File: config.mk
export PLATFORM = sky130hd
export DESIGN_NAME = sram_host_ctrl
export DESIGN_NICKNAME = d
export VERILOG_FILES = /design/src/core/sram_host_pkg.sv /design/src/core/sram_host_timer.sv /design/src/core/sram_host_ctrl.sv
export VERILOG_INCLUDE_DIRS = /design/src /design/src/core
export SDC_FILE = /design/constraint.sdc
export NUM_CORES = 1
export LEC_CHECK = 0
export ABC_AREA = 1
export ABC_CLOCK_PERIOD_IN_PS = 3200
export BUFFER_PORTS_ARGS = -buffer_cell sky130_fd_sc_hd__buf_2
export CELL_PAD_IN_SITES_DETAIL_PLACEMENT = 0
export CELL_PAD_IN_SITES_GLOBAL_PLACEMENT = 1
export CORE_ASPECT_RATIO = 0.75
export CORE_MARGIN = 5
export CORE_UTILIZATION = 28
export CTS_CLUSTER_SIZE = 25
export DETAILED_ROUTE_END_ITERATION = 8
export GPL_TIMING_DRIVEN = 0
export PLACE_DENSITY_LB_ADDON = 0.1
export SLEW_MARGIN = 20
export SYNTH_ARGS = -nofsm -noshare
export SYNTH_HDL_FRONTEND = slang
export SYNTH_SLANG_ARGS = --single-unit
File: constraint.sdc
create_clock -name i_ref_clk -period 3.2 [get_ports i_ref_clk]
set_input_delay 0.16 -clock i_ref_clk [delete_from_list [all_inputs] [get_ports i_ref_clk]]
set_output_delay 0.16 -clock i_ref_clk [all_outputs]
set_load 0.005 [all_outputs]
File: src/core/sram_host_defines.svh
// Timing and field constants for the asynchronous static memory host controller
`ifndef SRAM_HOST_DEFINES_SVH
`define SRAM_HOST_DEFINES_SVH

`define ADDR_W 16
`define DATA_W 16
`define LOW_LANE_LSB 0
`define HIGH_LANE_LSB 8
`define LANE_W 8
`define TIMER_W 17

`define CLK_PERIOD_NS 40
// Slowest grade figures, so every grade is served
`define T_AA_NS 15
`define T_WP_NS 12
`define T_WC_NS 15
`define T_DW_NS 8
`define T_OHZ_NS 7
`define T_RDR_MS 5
`define SYNC_CYC 2

// Minimums and maximums both round up to whole cycles
`define NS_TO_CYC(ns) (((ns) + `CLK_PERIOD_NS - 1) / `CLK_PERIOD_NS)
`define ACC_CYC `NS_TO_CYC(`T_AA_NS)
`define WP_CYC `NS_TO_CYC(`T_WC_NS)
`define HZ_CYC `NS_TO_CYC(`T_OHZ_NS)
`define RDR_CYC_DEF ((`T_RDR_MS * 1000000 + `CLK_PERIOD_NS - 1) / `CLK_PERIOD_NS)

`endif

File: src/core/sram_host_pkg.sv
// Types shared by the static memory host controller
package sram_host_pkg;
    `include "sram_host_defines.svh"

    typedef struct packed {
        logic chip_sel_n;
        logic write_en_n;
        logic out_en_n;
        logic high_byte_en_n;
        logic low_byte_en_n;
    } sram_ctl_type;

    typedef struct packed {
        logic write;
        logic [`ADDR_W-1:0] addr;
        logic [`DATA_W-1:0] wdata;
        logic high_byte_en_n;
        logic low_byte_en_n;
    } host_req_type;

    localparam sram_ctl_type CTL_IDLE = '{1'b1, 1'b1, 1'b1, 1'b1, 1'b1};
endpackage

File: src/core/sram_host_timer.sv
// Down counter that measures a wait in clock cycles
module sram_host_timer
    import sram_host_pkg::*;
(
    // Clock and reset
    input wire logic i_ref_clk,
    input wire logic i_rst_n,
    // Control
    input wire logic i_start,
    input wire logic [`TIMER_W-1:0] i_count,
    output logic o_done
);
    logic [`TIMER_W-1:0] cnt;
    logic [`TIMER_W-1:0] next_cnt;

    always_comb begin
        next_cnt = cnt;
        if (i_start) begin
            // Wait of i_count cycles; counts of zero are treated as one
            next_cnt = (i_count == '0) ? '0 : i_count - `TIMER_W'(1);
        end else if (cnt != '0) begin
            next_cnt = cnt - `TIMER_W'(1);
        end
    end

    always_ff @(posedge i_ref_clk or negedge i_rst_n) begin
        if (!i_rst_n) begin
            cnt <= '0;
        end else begin
            cnt <= next_cnt;
        end
    end

    // Done ignores start, so a state may restart the timer off done without a loop
    assign o_done = (cnt == '0);
endmodule // sram_host_timer

File: src/core/sram_host_ctrl.sv
// Host controller driving a 64K x 16 asynchronous static memory
// Overview of operation
// - Host holds the write strobe high throughout every read.
// - Host spaces successive writes at least one write cycle time apart.
// - Address is stable no later than the write interval start.
// - Address is held valid for the address-to-end time of the write.
// - Select is held low for the select-to-end time of the write.
// - Address may change right when the write interval ends.
// - Write data may be removed right when the write interval ends.
// - Host never drives the data lines while the memory may drive them.
// - Host waits 5 ms after low-supply retention before any access.
module sram_host_ctrl
    import sram_host_pkg::*;
#(
    parameter int unsigned RDR_CYC = `RDR_CYC_DEF
) (
    // Clock and reset
    input wire logic i_ref_clk,
    input wire logic i_rst_n,
    // Host request side
    input wire logic i_req_valid,
    input wire host_req_type i_req,
    output logic o_req_ready,
    // Read answer
    output logic o_rd_valid,
    output logic [`DATA_W-1:0] o_rd_data,
    // Supply state from power logic
    input wire logic i_low_supply,
    // Memory pins
    output logic [`ADDR_W-1:0] o_sram_addr,
    output sram_ctl_type o_sram_ctl,
    output logic [`DATA_W-1:0] o_dq_out,
    output logic o_dq_oe,
    input wire logic [`DATA_W-1:0] i_dq_in
);
    typedef enum logic [3:0] {
        ST_IDLE,
        ST_RD_ACC,
        ST_RD_SYNC,
        ST_RD_CAP,
        ST_RD_OFF,
        ST_WR_PULSE,
        ST_WR_END,
        ST_LOW_SUPPLY,
        ST_RECOVER
    } state_type;

    state_type state;
    state_type next_state;
    host_req_type op;
    host_req_type next_op;
    sram_ctl_type next_ctl;
    logic [`ADDR_W-1:0] next_addr;
    logic [`DATA_W-1:0] next_dq_out;
    logic next_dq_oe;
    logic next_rd_valid;
    logic [`DATA_W-1:0] next_rd_data;
    logic tmr_start;
    logic [`TIMER_W-1:0] tmr_count;
    logic tmr_done;

    // Pin inputs pass three flops; a value counts once the last two agree
    logic [`DATA_W-1:0] dq_s1;
    logic [`DATA_W-1:0] dq_s2;
    logic [`DATA_W-1:0] dq_s3;
    logic sup_s1;
    logic sup_s2;
    logic sup_s3;
    logic supply_low;
    logic next_supply_low;
    logic [`DATA_W-1:0] lane_mask;

    sram_host_timer u_timer (
        .i_ref_clk(i_ref_clk),
        .i_rst_n(i_rst_n),
        .i_start(tmr_start),
        .i_count(tmr_count),
        .o_done(tmr_done)
    );

    always_ff @(posedge i_ref_clk or negedge i_rst_n) begin
        if (!i_rst_n) begin
            dq_s1 <= '0;
            dq_s2 <= '0;
            dq_s3 <= '0;
            sup_s1 <= 1'b0;
            sup_s2 <= 1'b0;
            sup_s3 <= 1'b0;
        end else begin
            dq_s1 <= i_dq_in;
            dq_s2 <= dq_s1;
            dq_s3 <= dq_s2;
            sup_s1 <= i_low_supply;
            sup_s2 <= sup_s1;
            sup_s3 <= sup_s2;
        end
    end

    // Disabled lanes float, so their bits read as zero
    assign lane_mask = {{`LANE_W{!op.high_byte_en_n}}, {`LANE_W{!op.low_byte_en_n}}};

    always_comb begin
        next_supply_low = (sup_s2 == sup_s3) ? sup_s3 : supply_low;
        next_state = state;
        next_op = op;
        tmr_start = 1'b0;
        tmr_count = '0;
        next_rd_valid = 1'b0;
        next_rd_data = o_rd_data;
        case (state)
            ST_IDLE: begin
                if (supply_low) begin
                    next_state = ST_LOW_SUPPLY;
                end else if (i_req_valid) begin
                    next_op = i_req;
                    tmr_start = 1'b1;
                    if (i_req.write) begin
                        next_state = ST_WR_PULSE;
                        tmr_count = `TIMER_W'(`WP_CYC);
                    end else begin
                        next_state = ST_RD_ACC;
                        tmr_count = `TIMER_W'(`ACC_CYC);
                    end
                end
            end
            ST_RD_ACC: begin
                if (tmr_done) begin
                    next_state = ST_RD_SYNC;
                    tmr_start = 1'b1;
                    tmr_count = `TIMER_W'(`SYNC_CYC);
                end
            end
            ST_RD_SYNC: begin
                if (tmr_done) begin
                    next_state = ST_RD_CAP;
                end
            end
            ST_RD_CAP: begin
                if (dq_s2 == dq_s3) begin
                    next_rd_data = dq_s3 & lane_mask;
                    next_rd_valid = 1'b1;
                    next_state = ST_RD_OFF;
                    tmr_start = 1'b1;
                    // Bus turnaround before the host may drive again
                    tmr_count = `TIMER_W'(`HZ_CYC);
                end
            end
            ST_RD_OFF: begin
                if (tmr_done) begin
                    next_state = ST_IDLE;
                end
            end
            ST_WR_PULSE: begin
                if (tmr_done) begin
                    next_state = ST_WR_END;
                end
            end
            ST_WR_END: begin
                next_state = ST_IDLE;
            end
            ST_LOW_SUPPLY: begin
                if (!supply_low) begin
                    next_state = ST_RECOVER;
                    tmr_start = 1'b1;
                    tmr_count = `TIMER_W'(RDR_CYC);
                end
            end
            ST_RECOVER: begin
                if (supply_low) begin
                    next_state = ST_LOW_SUPPLY;
                end else if (tmr_done) begin
                    next_state = ST_IDLE;
                end
            end
            default: begin
                next_state = ST_IDLE;
            end
        endcase
    end

    // Pins follow the coming state so each output leaves a flop
    always_comb begin
        next_ctl = CTL_IDLE;
        next_addr = o_sram_addr;
        next_dq_out = o_dq_out;
        next_dq_oe = 1'b0;
        case (next_state)
            ST_RD_ACC, ST_RD_SYNC, ST_RD_CAP: begin
                next_addr = next_op.addr;
                next_ctl.chip_sel_n = 1'b0;
                next_ctl.out_en_n = 1'b0;
                next_ctl.write_en_n = 1'b1;
                next_ctl.high_byte_en_n = next_op.high_byte_en_n;
                next_ctl.low_byte_en_n = next_op.low_byte_en_n;
            end
            ST_WR_PULSE: begin
                // Address, data, select and strobe move on one edge
                next_addr = next_op.addr;
                next_dq_out = next_op.wdata;
                next_dq_oe = 1'b1;
                next_ctl.chip_sel_n = 1'b0;
                next_ctl.write_en_n = 1'b0;
                next_ctl.out_en_n = 1'b1;
                next_ctl.high_byte_en_n = next_op.high_byte_en_n;
                next_ctl.low_byte_en_n = next_op.low_byte_en_n;
            end
            ST_WR_END: begin
                // Strobe and select rise together; data and address may go now
                next_ctl = CTL_IDLE;
            end
            default: begin
                next_ctl = CTL_IDLE;
            end
        endcase
    end

    always_ff @(posedge i_ref_clk or negedge i_rst_n) begin
        if (!i_rst_n) begin
            state <= ST_IDLE;
            op <= '0;
            supply_low <= 1'b0;
            o_sram_ctl <= CTL_IDLE;
            o_sram_addr <= '0;
            o_dq_out <= '0;
            o_dq_oe <= 1'b0;
            o_rd_valid <= 1'b0;
            o_rd_data <= '0;
        end else begin
            state <= next_state;
            op <= next_op;
            supply_low <= next_supply_low;
            o_sram_ctl <= next_ctl;
            o_sram_addr <= next_addr;
            o_dq_out <= next_dq_out;
            o_dq_oe <= next_dq_oe;
            o_rd_valid <= next_rd_valid;
            o_rd_data <= next_rd_data;
        end
    end

    assign o_req_ready = (state == ST_IDLE) && !supply_low;
endmodule // sram_host_ctrl

# [After elaboration in Yosys (flattened, before gate mapping)]
# Cells that the tools add are included.
[word_totals] output_inout_bits=56 input_bits=55 register_bits=162 wordCells=83
[op_classes] bitwise_logic=1 n_eq_ne=13 reduce_logical=12 add_sub_neg=2 muxes=32
[ops] op="34-bit 2-to-1 mux" n=3
[ops] op="17-bit 2-to-1 mux" n=4
[ops] op="17-bit case mux with 4 select lines" n=1
[ops] op="4-bit 2-to-1 mux" n=9
[ops] op="17-bit logical NOT" n=2
[ops] op="17-bit by 1-bit subtractor with 17-bit output (second input constant)" n=2
[ops] op="4-bit case mux with 8 select lines" n=1
[ops] op="17-bit nonzero test" n=1
[ops] op="16-bit bitwise AND" n=1
[ops] op="16-bit == test" n=1
[ops] op="4-bit by 2-bit == test with 1-bit output (second input constant)" n=4
[ops] op="4-bit by 3-bit == test with 1-bit output (second input constant)" n=4
[ops] op="1-bit 2-to-1 mux" n=10
[ops] op="5-bit case mux with 2 select lines" n=1
[ops] op="4-bit by 1-bit == test with 1-bit output (second input constant)" n=2
[ops] op="4-bit == test (second input constant)" n=1
[ops] op="4-bit logical NOT" n=1
[ops] op="1-bit case mux with 4 select lines" n=1
[ops] op="4-bit OR reduction" n=1
[ops] op="1-bit logical NOT" n=3
[ops] op="3-bit 2-to-1 mux" n=1
[ops] op="3-bit OR reduction" n=1
[ops] op="2-bit 2-to-1 mux" n=1
[ops] op="2-bit AND reduction" n=1
[ops] op="other kinds (3)" n=3

# [Logic depth before layout (Yosys ltp)]
# Gate-level depths: netlist of the first run.
[logic_depth] depth_word=7 ltp_mapped=14

# [Modules after synthesis]
# From an unflattened synthesis of the first run, not the netlist that was laid out.
[unflattened] hier_cells=788 hier_area_um2=7091.8
[modules_own_cells] module="sram_host_ctrl" area_per_inst_um2=5451.5 n_inst=1 cells_each=517
[modules_own_cells] module="sram_host_timer" area_per_inst_um2=1640.3 n_inst=1 cells_each=271

# [Least setup slack after synthesis of the first run]
# OpenSTA, ideal clock, no wires.
[synth_timing] kind="register -> register" from="reg u_timer.cnt[0]" to="reg o_sram_addr[10]" arrival_ns=1.644 setup_time_ns=0.116 path_slack_ns=1.440 n_path_buf=1 path_stages_with_launch=15 required_time_ns=3.084 cell_sequence="dfrtp_1 inv_1 ha_1 nand3_1 nor2_1 nand2_1 nand2_1 nand2_1 nor2_2 nand3_1 nand2_4 nand2_4 buf_6 nand2_1 nand2_1"
[synth_via] elab_chain_cells=6 elab_cells_between_ends=12 cone_classes="4 x eq/ne; 6 x mux; 2 x reduce/logical"
[synth_rtl] element="start, declared" line_no="sram_host_timer.sv:13" text="logic [`TIMER_W-1:0] cnt;"
[synth_rtl] element="start signal, assigned" line_no="sram_host_timer.sv:30" text="cnt <= next_cnt;"
[synth_rtl] element="17-bit logical NOT (*)" line_no="sram_host_timer.sv:35" text="assign o_done = (cnt == '0);"
[synth_rtl] element="4-bit 2-to-1 mux" line_no="sram_host_ctrl.sv:149, sram_host_ctrl.sv:171"
[synth_rtl] element="4-bit 2-to-1 mux" line_no="sram_host_ctrl.sv:169" text="if (supply_low) begin"
[synth_rtl] element="4-bit case mux with 8 select lines (*)" line_no="sram_host_ctrl.sv:110" text="case (state)"
[synth_rtl] element="4-bit by 3-bit == test with 1-bit output (tied with other cells)" line_no="sram_host_ctrl.sv:187" text="case (next_state)"
[synth_rtl] element="4-bit OR reduction (no source line) (*)"
[synth_rtl] element="end signal, assigned" line_no="sram_host_ctrl.sv:233" text="o_sram_addr <= next_addr;"
[synth_rtl] element="end, declared" line_no="sram_host_ctrl.sv:30" text="output logic [`ADDR_W-1:0] o_sram_addr,"
# Mark *: on every way between the ends. The rest lies on a longest branch, timed or not.
# A chain may end at the register's enable or synchronous reset.

# [Worst setup path in the final report of the first run]
[layout_timing] from="reg u_timer.cnt[0]" to="reg o_sram_addr[11]"
# Same word-level chain as after synthesis.

==> summary.md, run 1 <==
| Metric | Value |
|---|---|
| Post-Route Setup TNS | `0 ns` |
| Synthesized flop and latch total | `162` |
| Worst setup margin | `1.01 ns` |
| Total number of H-tree levels | `4` |
| Port-buffer cells | `110` |
| Layout Nets | `898` |
| Top-level port count | `111` |
| Relative slew margins | `62.4%` |
| Ant diodes | `0` |
| Routed wire per std cell | `14.0 um` |
| DRC | `0` |
| Highest-count cells in the layout ignoring fill and taps | `180 x nand2_1, 157 x dfrtp_1, 116 x buf_2, 73 x inv_1, 48 x nand3_1` |
| Final non-filler cell total | `1153` |
| Netlist Area Pre-Place | `6590 sq um` |
| Antenna viol nets, final | `0` |
| Hold Path Cell Cnt | `3` |
| Fin. max-slew vios | `0` |
| HP Class | `input port to flop` |
| Clk buf depth | `2` |
| Placed cells | `1086` |
| Critical path peak fanout | `10` |
| Initial Utilization | `28.5%` |
| First-pass iteration count of the detailed router | `4` |
| Clock root cell | `clkbuf_16` |
| Total power | `7.85 mW` |
| Final Hold Viols | `0` |
| Worst Path Required | `3.52 ns` |
| WS Path Type | `flop to flop` |
| Synth Warn # | `0` |
| Die Width | `187 um` |
| Sink Count | `162` |
| Final GP Congestion | `0.796` |
| First-pass GRT wire length | `27.3 mm` |
| Tightest Pin Transition | `0.564 ns` |
| WHS | `0.0341 ns` |
| Final setup vio count | `0` |
| Hold Crit Start | `i_req[1]` |
| Area growth from synthesis to layout | `29.9%` |
| Antenna violations before repair | `0` |
| PwrDens | `916 nW/um^2` |
| Leakage | `4.41 nW` |
| Setup WS pre-CTS | `1.01 ns` |
| Critical path arrival | `2.51 ns` |
| Die area | `26700 sq um` |
| Die H | `143 um` |
| Worst-Skew Late Latency | `0.43 ns` |
| Tcrit/Tclk final | `68.5%` |
| CTS tree | `yes` |
| Minimum clock period | `2.19 ns` |
| DRT iter0 DRCs | `228` |
| Post-CTS setup buffer count | `0` |
| GRT Overall Usage | `12.8%` |
| RSZ-0062 raised after global routing | `false` |
| Synth cell types | `40` |
| CTS Buf Count | `17` |
| Vias in the first global route | `5265` |
| FP Rows | `48` |
| Final Util | `37.0%` |
| Startpoint types | `flop` |
| Gr ovfl total | `0` |
| Reg2reg setup slack | `1.01 ns` |
| Largest net degree at the start of global routing | `99` |
| R2r endpoint | `o_sram_addr[11]` |
| Vias | `4877` |
| CTS clock-pin slew for the worst setup and hold paths | `0.07 ns` |
| Maximum clock frequency | `0.456 GHz` |
| R2R depth | `14` |
| Most common cell after layout, fill and taps aside | `nand2_1` |
| Sequential element share of the synthesized area | `61.6%` |
| Crit end category | `flop` |
| Vias/cell | `4.23` |
| Max IR drop VDD | `0.000467 V` |
| Status | `completed` |
| Layout cells sized above 1 | `24.2%` |
| Cell Area, Placed | `7560 sq um` |
| Max-cap violations | `0` |
| DP HPWL | `11.4 mm` |
| Mapped Cells | `675` |
| Hold Crit Endpoint | `op[1]` |
| Routed WL | `16.2 mm` |
| Synthesized area per cell | `9.77 sq um` |
| Clock Skew | `0.0170 ns` |
| Worst flop-to-flop path startpoint | `u_timer.cnt[0]` |
| Design area | `8560 sq um` |
| Core ar. | `23100 sq um` |
| Post-CTS Resized | `0` |
| Post-synthesis net count | `733` |
==> metal layers <==
| layer | share of wire, % | vias to the layer above | routed length, um | track usage [%] |
|---|---|---|---|---|
| met1 | 50 | 2344 | 8110 | 17.5 |
| met4 | 0.46 | 0 | 75 | 3.77 |
| met5 | 0 | - | 0 | 0 |
| met3 | 4.3 | 4 | 694 | 4.20 |
| met2 | 45 | 65 | 7290 | 19.5 |
| li1 | - | 2464 | - | - |
==> logic make-up (layout without fill, tap and decap cells) <==
group | Yosys count | after routing | synth area share (%)
buf+inv | 100 | 278 | 6.51
fa+ha+maj | 4 | 4 | 0.721
simple gates | 322 | 322 | 21.8
flops | 162 | 162 | 61.6
xor+xnor | 11 | 11 | 1.46
compound gates | 60 | 60 | 5.14
mux | 16 | 16 | 2.73
==> area by class of cell <==
type                    count  area [sq um]
fillers                  2275         14600
flip-flops and latches    162          4060
multi-input cells         413          2100
repair buffers            146           938
clock buffers              18           439
well taps                 300           375
inverters                  79           299
clock inverters            14           219
plain buffers              21           130
==> cells in the mapped netlist <==
library cell / number / share of area [%]
or2_2: 1 / 0.095
buf_6: 3 / 0.51
o21ai_1: 16 / 1.2
mux2_1: 1 / 0.17
nor3_1: 5 / 0.38
nand2_4: 2 / 0.34
xor2_1: 9 / 1.2
buf_2: 7 / 0.53
a41oi_1: 1 / 0.13
nand3_2: 1 / 0.15
nor2_4: 2 / 0.34
inv_1: 73 / 4.2
nand3_1: 48 / 3.6
a21oi_2: 2 / 0.27
clkbuf_2: 1 / 0.076
buf_4: 5 / 0.57
ha_1: 3 / 0.57
o31ai_1: 10 / 1.1
dfstp_2: 5 / 2.0
a211oi_1: 1 / 0.11
nor2_8: 1 / 0.30
mux2_2: 15 / 2.6
nand2_2: 4 / 0.38
a21oi_1: 14 / 1.1
inv_2: 5 / 0.28
and2_1: 16 / 1.5
nand2_1: 180 / 10
nand4_1: 5 / 0.47
nor2_2: 6 / 0.57
nor4_1: 1 / 0.095
dfrtp_1: 157 / 60
clkbuf_1: 5 / 0.28
nor2_1: 46 / 2.6
inv_4: 1 / 0.095
xnor2_1: 2 / 0.27
maj3_1: 1 / 0.15
nand4_2: 1 / 0.19
nand3b_1: 2 / 0.23
nand3_4: 1 / 0.27
o21ai_0: 16 / 1.2
==> where the power goes <==
| group | total [mW] | leakage, nW | switching (mW) | internal [mW] |
|---|---|---|---|---|
| clock | 2.26 | 0.319 | 0.902 | 1.36 |
| sequential | 2.96 | 1.99 | 0.307 | 2.65 |
| combinational | 2.63 | 2.10 | 1.60 | 1.02 |
| total | 7.85 | 4.41 | 2.81 | 5.03 |
==> how the worst max path moves through the flow <==
| stage | start | to | slack [ns] | cells past startpoint |
|---|---|---|---|---|
| detailed placement | u_timer.cnt[0] | o_sram_addr[11] | 1.01 | 14 |
| CTS | u_timer.cnt[0] | o_sram_addr[11] | 0.99 | 14 |
| global route | u_timer.cnt[0] | o_dq_out[6] | 0.78 | 12 |
| global placement | i_rst_n | o_dq_out[7] | -0.59 | 1 |
| floorplan | u_timer.cnt[0] | o_sram_addr[10] | 1.44 | 14 |
| finish | u_timer.cnt[0] | o_sram_addr[11] | 1.01 | 14 |
==> state kept, by name (all words and copies together) (netlist names), 4 cells and up <==
register     cells
o_rd_data       16
op              34
dq_s3           16
dq_s1           16
u_timer.cnt     17
state            4
o_sram_addr     16
o_sram_ctl       5
o_dq_out        16
dq_s2           16
==> worst max-delay path, stage by stage (launching register included) <==
cell     delay (ns)
dfrtp_1        0.40
inv_1          0.13
ha_1           0.21
nand3_1        0.08
nor2_1         0.14
nand2_1        0.11
nand2_1        0.07
nand2_1        0.06
nor2_2         0.15
nand3_1        0.14
nand2_4        0.16
nand2_4        0.13
buf_6          0.18
nand2_1        0.06
nand2_1        0.05
==> timing repair <==
item	4_1_cts	5_1_grt
endpoints found under the setup margin	0	0
endpoints found under the hold margin	97	0
hold buffers	35	0
(Power assumes the default switching activity.)
==> run 2, diff against run 1 <==
Settings changed: ABC_CLOCK_PERIOD_IN_PS 3200 to 2000.
Clock period 3.2 ns to 2 ns, I/O delays scaled along.
==> run 2 against run 1 <==
Effect of this change:
- core utilization is 1.6 points higher
- total power is 73% higher
- worst hold slack better by 0.015 ns
- cell count is 1.6% higher
- clock power is 61% higher
- first-iteration DRC count is 18% lower
- count of clock-buffer cells in the layout stayed put
- highest routed layer unchanged
==> summary.md, run 2 (same netlist as run 1, synthesis figures left out) <==
| Metric | Value |
|---|---|
| Clock Skew | `0.00934 ns (was 0.0170 ns)` |
| FP Rows | `48 (unchanged)` |
| Die Width | `187 um (unchanged)` |
| Area growth from synthesis to layout | `35.7% (was 29.9%)` |
| CP peak stage delay | `0.41 ns (was 0.40 ns)` |
| Final Hold Viols | `0 (unchanged)` |
| Total number of H-tree levels | `4 (unchanged)` |
| Final setup vio count | `0 (unchanged)` |
| Multi-input gate area | `2260 sq um (was 2100 sq um)` |
| Vias/cell | `4.27 (was 4.23)` |
| Highest-count cells in the layout ignoring fill and taps | `156 x nand2_1, 153 x dfrtp_1, 112 x buf_2, 71 x inv_1, 46 x nand3_1 (was 180 x nand2_1, 157 x dfrtp_1, 116 x buf_2, 73 x inv_1, 48 x nand3_1)` |
| Sink Count | `162 (unchanged)` |
| Switching pwr | `4.89 mW (was 2.81 mW)` |
| Sw Ratio | `36.1% (was 35.9%)` |
| Vias | `5010 (was 4877)` |
| Die area | `26700 sq um (unchanged)` |
| Final GP Congestion | `0.796 (unchanged)` |
| Worst Path Required | `2.32 ns (was 3.52 ns)` |
| Routed WL | `16.6 mm (was 16.2 mm)` |
| DRT iter0 DRCs | `188 (was 228)` |
| Critical Path Stages | `14 (unchanged)` |
| Startpoint types | `flop (unchanged)` |
| Clock power frac | `26.8% (was 28.8%)` |
| WS Path Type | `flop to flop (unchanged)` |
| First-pass iteration count of the detailed router | `4 (unchanged)` |
| DRC | `0 (unchanged)` |
| Die H | `143 um (unchanged)` |
| Regs by FF count | `op (34), u_timer.cnt (17) (unchanged)` |
| Max reg flops | `34 (unchanged)` |
| Port-buffer cells | `110 (unchanged)` |
| Leakage | `4.55 nW (was 4.41 nW)` |
| Most used cell along the critical path | `nand2_2 (was nand2_1)` |
| Clock root cell | `clkbuf_16 (unchanged)` |
| CP max-delay cell | `dfrtp_1 (unchanged)` |
| Tcrit/Tclk final | `97.8% (was 68.5%)` |
| CTS clock-pin slew for the worst setup and hold paths | `0.07 ns (about the same)` |
| CTS tree | `yes (unchanged)` |
| DP HPWL | `11.4 mm (unchanged)` |
| Largest net degree at the start of global routing | `99 (unchanged)` |
| Status | `completed (unchanged)` |
| Critical path arrival | `2.27 ns (was 2.51 ns)` |
| Tightest Pin Transition | `0.555 ns (was 0.564 ns)` |
| Fin. max-slew vios | `0 (unchanged)` |
| GRT Overall Usage | `12.9% (was 12.8%)` |
| Max-cap violations | `0 (unchanged)` |
| Setup WS pre-CTS | `-0.189 ns (was 1.01 ns)` |
| Max IR drop VDD | `0.000880 V (was 0.000467 V)` |
| Delay-heaviest family, CP | `simple AND/OR/NAND/NOR gates (unchanged)` |
| Filler instances | `2265 (was 2275)` |
| Critical Path End | `o_sram_addr[11] (unchanged)` |
| PwrDens | `1520 nW/um^2 (was 916 nW/um^2)` |
| Vias in the first global route | `5297 (was 5265)` |
| Initial Utilization | `28.5% (unchanged)` |
| Crit path launch | `u_timer.cnt[0] (unchanged)` |
| Core ar. | `23100 sq um (unchanged)` |
| Register with the most flip-flops | `op (unchanged)` |
| Routed wire per std cell | `14.2 um (was 14.0 um)` |
| Antenna violations before repair | `0 (unchanged)` |
| Layout Nets | `917 (was 898)` |
| R2R depth | `14 (unchanged)` |
| Comb power frac | `38.2% (was 33.5%)` |
| CTS Buf Count | `17 (unchanged)` |
| Reg2reg setup slack | `0.04 ns (was 1.01 ns)` |
| Pint | `8.67 mW (was 5.03 mW)` |
| Antenna viol nets, final | `0 (unchanged)` |
| Worst setup margin | `0.0444 ns (was 1.01 ns)` |
| Minimum clock period | `1.96 ns (was 2.19 ns)` |
| R2r endpoint | `o_sram_addr[11] (unchanged)` |
| Critical path peak fanout | `10 (unchanged)` |
| Ant diodes | `0 (unchanged)` |
| Gr ovfl total | `0 (unchanged)` |
| WHS | `0.0489 ns (was 0.0341 ns)` |
| Seq. cell area | `4070 sq um (was 4060 sq um)` |
| First-pass GRT wire length | `27.4 mm (was 27.3 mm)` |
| Worst flop-to-flop path startpoint | `u_timer.cnt[0] (unchanged)` |
| HP Class | `input port to flop (unchanged)` |
| Power share of the sequential group | `35.0% (was 37.7%)` |
| Worst-Skew Late Latency | `0.43 ns (about the same)` |
| Worst Path Buf+Inv | `2 (unchanged)` |
| Relative slew margins | `63.0% (was 62.4%)` |
| Most common cell after layout, fill and taps aside | `nand2_1 (unchanged)` |
| Top-level port count | `111 (unchanged)` |
| Crit end category | `flop (unchanged)` |
| Layout cells sized above 1 | `30.3% (was 24.2%)` |
| Worst-path cell chain | `inv_2 > ha_4 > nand3_4 > nor2_4 > nand2_2 > nand2_2 > nand2_2 > nor2_4 > nand2_2 > nand3_4 > nand2_4 > buf_8 > nand2_1 > nand2_1 (was inv_1 > ha_1 > nand3_1 > nor2_1 > nand2_1 > nand2_1 > nand2_1 > nor2_2 > nand3_1 > nand2_4 > nand2_4 > buf_6 > nand2_1 > nand2_1)` |
| Clk buf depth | `2 (unchanged)` |
| Maximum clock frequency | `0.511 GHz (was 0.456 GHz)` |
| RSZ-0062 raised after global routing | `true (was false)` |
-- run 2: routing by layer --
metal	GRT usage [%]	wire, um	up-vias
met5	0	0	-
met3	4.23	864	12
met2	19.8	7430	95
met4	3.77	166	0
met1	17.5	8130	2399
li1	-	-	2504
-- run 2: what timing repair did --
item | in CTS | in global routing
endpoints found under the setup margin | 51 | 75
resized for setup | 12 | 54
hold endpoints to repair | 110 | 0
pin swaps | 4 | 9
cloned | 0 | 1
hold buffers | 36 | 0
setup buffers | 7 | 10
-- run 2: tightest hold or removal path, stage by stage --
cell,delay (ns)
buf_2,0.10
nand3_1,0.06
and2_1,0.14
inv_1,0.04
-- run 2: how the worst min path moves through the flow --
stage / from / end / slack, ns / cells after the start
3_5_place_dp: i_rst_n / dq_s1[8] / 0.09 / 1
4_1_cts: i_req[13] / op[13] / 0.02 / 4
2_1_floorplan: i_rst_n / dq_s1[0] / -0.20 / 0
6_report: i_req[13] / op[13] / 0.05 / 4
5_1_grt: i_req[11] / op[11] / 0.05 / 4
3_3_place_gp: i_dq_in[11] / dq_s1[11] / 0.21 / 1
-- run 2: layout make-up --
type / count / area share [%]
inverters: 79 / 3.37
repair buffers: 165 / 12.5
plain buffers: 21 / 1.85
well taps: 300 / 4.20
clock inverters: 14 / 2.45
multi-input cells: 413 / 25.3
clock buffers: 18 / 4.91
flip-flops and latches: 162 / 45.5
-- run 2: power by group through the flow --
stage	sequential, mW	combinational (mW)	clock [mW]
final	4.75	5.18	3.63
after global routing	4.86	5.86	3.88
after CTS	4.75	4.58	3.74
after detailed placement	4.79	4.20	0
after global placement	4.78	4.12	0
after floorplan	4.71	2.85	0
-- run 2: through the flow --
step | TNS, ns | util (%) | power, mW | instance area (sq um) | instances
2_1_floorplan | 0 | - | 7.57 | 6590 | 675
3_3_place_gp | -275.78 | 32.5 | 8.90 | 7520 | 1085
3_5_place_dp | -5.21 | 32.7 | 9.00 | 7560 | 1086
4_1_cts | 0 | 37.6 | 13.1 | 8680 | 1161
5_1_grt | -1.12 | 38.7 | 14.6 | 8940 | 1172
6_report | 0 | 38.7 | 13.6 | 8940 | 1172
==> run 3, diff against run 2 <==
Settings changed: CORE_UTILIZATION 28 to 38, CTS_CLUSTER_SIZE 25 to default.
==> run 3 against run 2 <==
Effect of this change:
- register-to-register slack barely moved
- wire length fell by 5.4%
- worst setup slack improved by 0.0050 ns
- fmax rose by 0.26%
- clock power fell by 9.4%
- first-iteration DRC count rose by 31%
- sequential power rose by 0.8%
- core utilization rose by 14 points
- flip-flop and latch count did not move
- critical path type unchanged
==> summary.md, run 3 (same netlist as run 1, synthesis figures left out) <==
| Metric | Value |
|---|---|
| DP HPWL | `10.6 mm (was 11.4 mm)` |
| CTS clock-pin slew for the worst setup and hold paths | `0.07 ns (about the same)` |
| Die H | `124 um (was 143 um)` |
| WS Path Type | `flop to flop (unchanged)` |
| Gr ovfl total | `0 (unchanged)` |
| Critical Path End | `o_sram_addr[13] (was o_sram_addr[11])` |
| Clock Skew | `0.0153 ns (was 0.00934 ns)` |
| WHS | `0.0422 ns (was 0.0489 ns)` |
| Layout Nets | `920 (was 917)` |
| Max-cap violations | `0 (unchanged)` |
| Maximum clock frequency | `0.513 GHz (was 0.511 GHz)` |
| Worst setup margin | `0.0494 ns (was 0.0444 ns)` |
| Worst-Skew Late Latency | `0.44 ns (was 0.43 ns)` |
| Final GP Congestion | `0.860 (was 0.796)` |
| Setup WS pre-CTS | `-0.200 ns (was -0.189 ns)` |
| Die Width | `162 um (was 187 um)` |
| Vias/cell | `4.62 (was 4.27)` |
| Die area | `20100 sq um (was 26700 sq um)` |
| Clock root cell | `clkbuf_16 (unchanged)` |
| Core ar. | `16900 sq um (was 23100 sq um)` |
| Minimum clock period | `1.95 ns (was 1.96 ns)` |
| Critical path arrival | `2.27 ns (about the same)` |
| Final setup vio count | `0 (unchanged)` |
| Largest net degree at the start of global routing | `85 (was 99)` |
| FP Rows | `41 (was 48)` |
| RSZ-0062 raised after global routing | `true (unchanged)` |
| Filler instances | `1562 (was 2265)` |
| HP Class | `input port to flop (unchanged)` |
| R2r endpoint | `o_sram_addr[13] (was o_sram_addr[11])` |
| Crit path launch | `u_timer.cnt[1] (was u_timer.cnt[0])` |
| Fin. max-slew vios | `0 (unchanged)` |
| Reg2reg setup slack | `0.05 ns (was 0.04 ns)` |
| Max reg flops | `34 (unchanged)` |
| Port-buffer cells | `110 (unchanged)` |
| Area growth from synthesis to layout | `34.5% (was 35.7%)` |
| DRT iter0 DRCs | `246 (was 188)` |
| Startpoint types | `flop (unchanged)` |
| Final Util | `52.4% (was 38.7%)` |
| Worst flop-to-flop path startpoint | `u_timer.cnt[1] (was u_timer.cnt[0])` |
| Antenna violations before repair | `0 (unchanged)` |
| Crit end category | `flop (unchanged)` |
| Tcrit/Tclk final | `97.5% (was 97.8%)` |
| Top-level port count | `111 (unchanged)` |
| Status | `completed (unchanged)` |
| Tightest Pin Transition | `0.614 ns (was 0.555 ns)` |
| Relative slew margins | `59.1% (was 63.0%)` |
| Routed WL | `15.7 mm (was 16.6 mm)` |
| Antenna viol nets, final | `0 (unchanged)` |
| Ant diodes | `0 (unchanged)` |
| PwrDens | `1530 nW/um^2 (was 1520 nW/um^2)` |
| CTS Buf Count | `17 (unchanged)` |
| Leakage | `4.55 nW (about the same)` |
| CTS tree | `yes (unchanged)` |
| Layout cells sized above 1 | `31.4% (was 30.3%)` |
| Final Hold Viols | `0 (unchanged)` |
| Vias in the first global route | `5096 (was 5297)` |
| Worst Path Required | `2.32 ns (about the same)` |
| Vias | `5037 (was 5010)` |
| GRT Overall Usage | `16.1% (was 12.9%)` |
| Post-Route Setup TNS | `0 ns (unchanged)` |
| R2R depth | `14 (unchanged)` |
| Critical path peak fanout | `6 (was 10)` |
| Routed wire per std cell | `14.4 um (was 14.2 um)` |
| Regs by FF count | `op (34), u_timer.cnt (17) (unchanged)` |
| Max IR drop VDD | `0.000774 V (was 0.000880 V)` |
| First-pass iteration count of the detailed router | `6 (was 4)` |
| Sink Count | `162 (unchanged)` |
| First-pass GRT wire length | `25.3 mm (was 27.4 mm)` |
| DRC | `0 (unchanged)` |
| Most common cell after layout, fill and taps aside | `nand2_1 (unchanged)` |
| Register with the most flip-flops | `op (unchanged)` |
| Highest-count cells in the layout ignoring fill and taps | `155 x nand2_1, 151 x dfrtp_1, 112 x buf_2, 70 x inv_1, 45 x nand3_1 (was 156 x nand2_1, 153 x dfrtp_1, 112 x buf_2, 71 x inv_1, 46 x nand3_1)` |
| Clk buf depth | `2 (unchanged)` |
| Initial Utilization | `38.9% (was 28.5%)` |
| Total number of H-tree levels | `4 (unchanged)` |
==> run 3: cell types whose count changed in the layout (fill, tap and decap cells not counted), moves of 3 or more <==
cell	change
buf_6	+6
nor2_1	-3
buf_4	-3
bufinv_16	-3
==> run 3: layout make-up <==
type                       instances  area [sq um]  share of cell area, %
clock inverter                    14           166                   1.88
tap                              215           269                   3.03
sequential                       162          4070                   45.9
buffer                            21           178                   2.00
multi-input combinational        413          2310                   26.0
inverter                          79           299                   3.37
timing repair buffer             168          1140                   12.8
clock buffer                      18           439                   4.95
==> run 3: worst min path at each step <==
stage / cells after the start / endpoint / slack (ns) / startpoint
finish: 4 / op[12] / 0.04 / i_req[12]
global route: 4 / op[11] / 0.04 / i_req[11]
CTS: 4 / op[12] / 0.02 / i_req[12]
detailed placement: 1 / dq_s1[11] / 0.13 / i_rst_n
global placement: 1 / dq_s1[8] / 0.21 / i_dq_in[8]
floorplan: 0 / dq_s1[0] / -0.20 / i_rst_n
==> run 3: what timing repair did <==
| item | CTS | global route |
|---|---|---|
| gates cloned | 0 | 1 |
| gates resized for setup | 11 | 74 |
| pin swaps | 6 | 19 |
| setup endpoints to repair | 50 | 61 |
| hold buffers | 36 | 0 |
| hold endpoints to repair | 122 | 0 |
| buffers inserted | 7 | 13 |
==> run 3: layer usage <==
metal,global-route usage [%],vias up,wire (um)
met3,4.53,17,656
met1,22.7,2420,7690
met2,24.4,99,7190
met4,4.81,0,153
li1,-,2501,-
met5,0,-,0
==> run 3: worst max-delay path, stage by stage (launching register included) <==
cell and delay, ns:
dfrtp_1 0.41, inv_2 0.10, ha_4 0.16, nand3_4 0.08
nor2_4 0.11, nand2_2 0.09, nand2_2 0.07, nand2_2 0.06
nor2_4 0.13, nand2_2 0.10, nand3_4 0.18, nand2_8 0.10
buf_12 0.15, nand2_2 0.06, nand2_2 0.05
==> run 3: metrics by stage <==
stage / cells / area [sq um] / power (mW)
floorplan: 675 / 6590 / 7.57
global placement: 1000 / 7410 / 8.81
detailed placement: 1001 / 7450 / 8.96
CTS: 1076 / 8510 / 12.7
global route: 1090 / 8870 / 14.6
finish: 1090 / 8870 / 13.6
==> run 3: power breakdown <==
| group | leakage [nW] | internal (mW) | total (mW) | switching [mW] |
|---|---|---|---|---|
| sequential | 1.98 | 4.26 | 4.79 | 0.533 |
| combinational | 2.27 | 2.45 | 5.50 | 3.05 |
| clock | 0.291 | 1.82 | 3.29 | 1.48 |
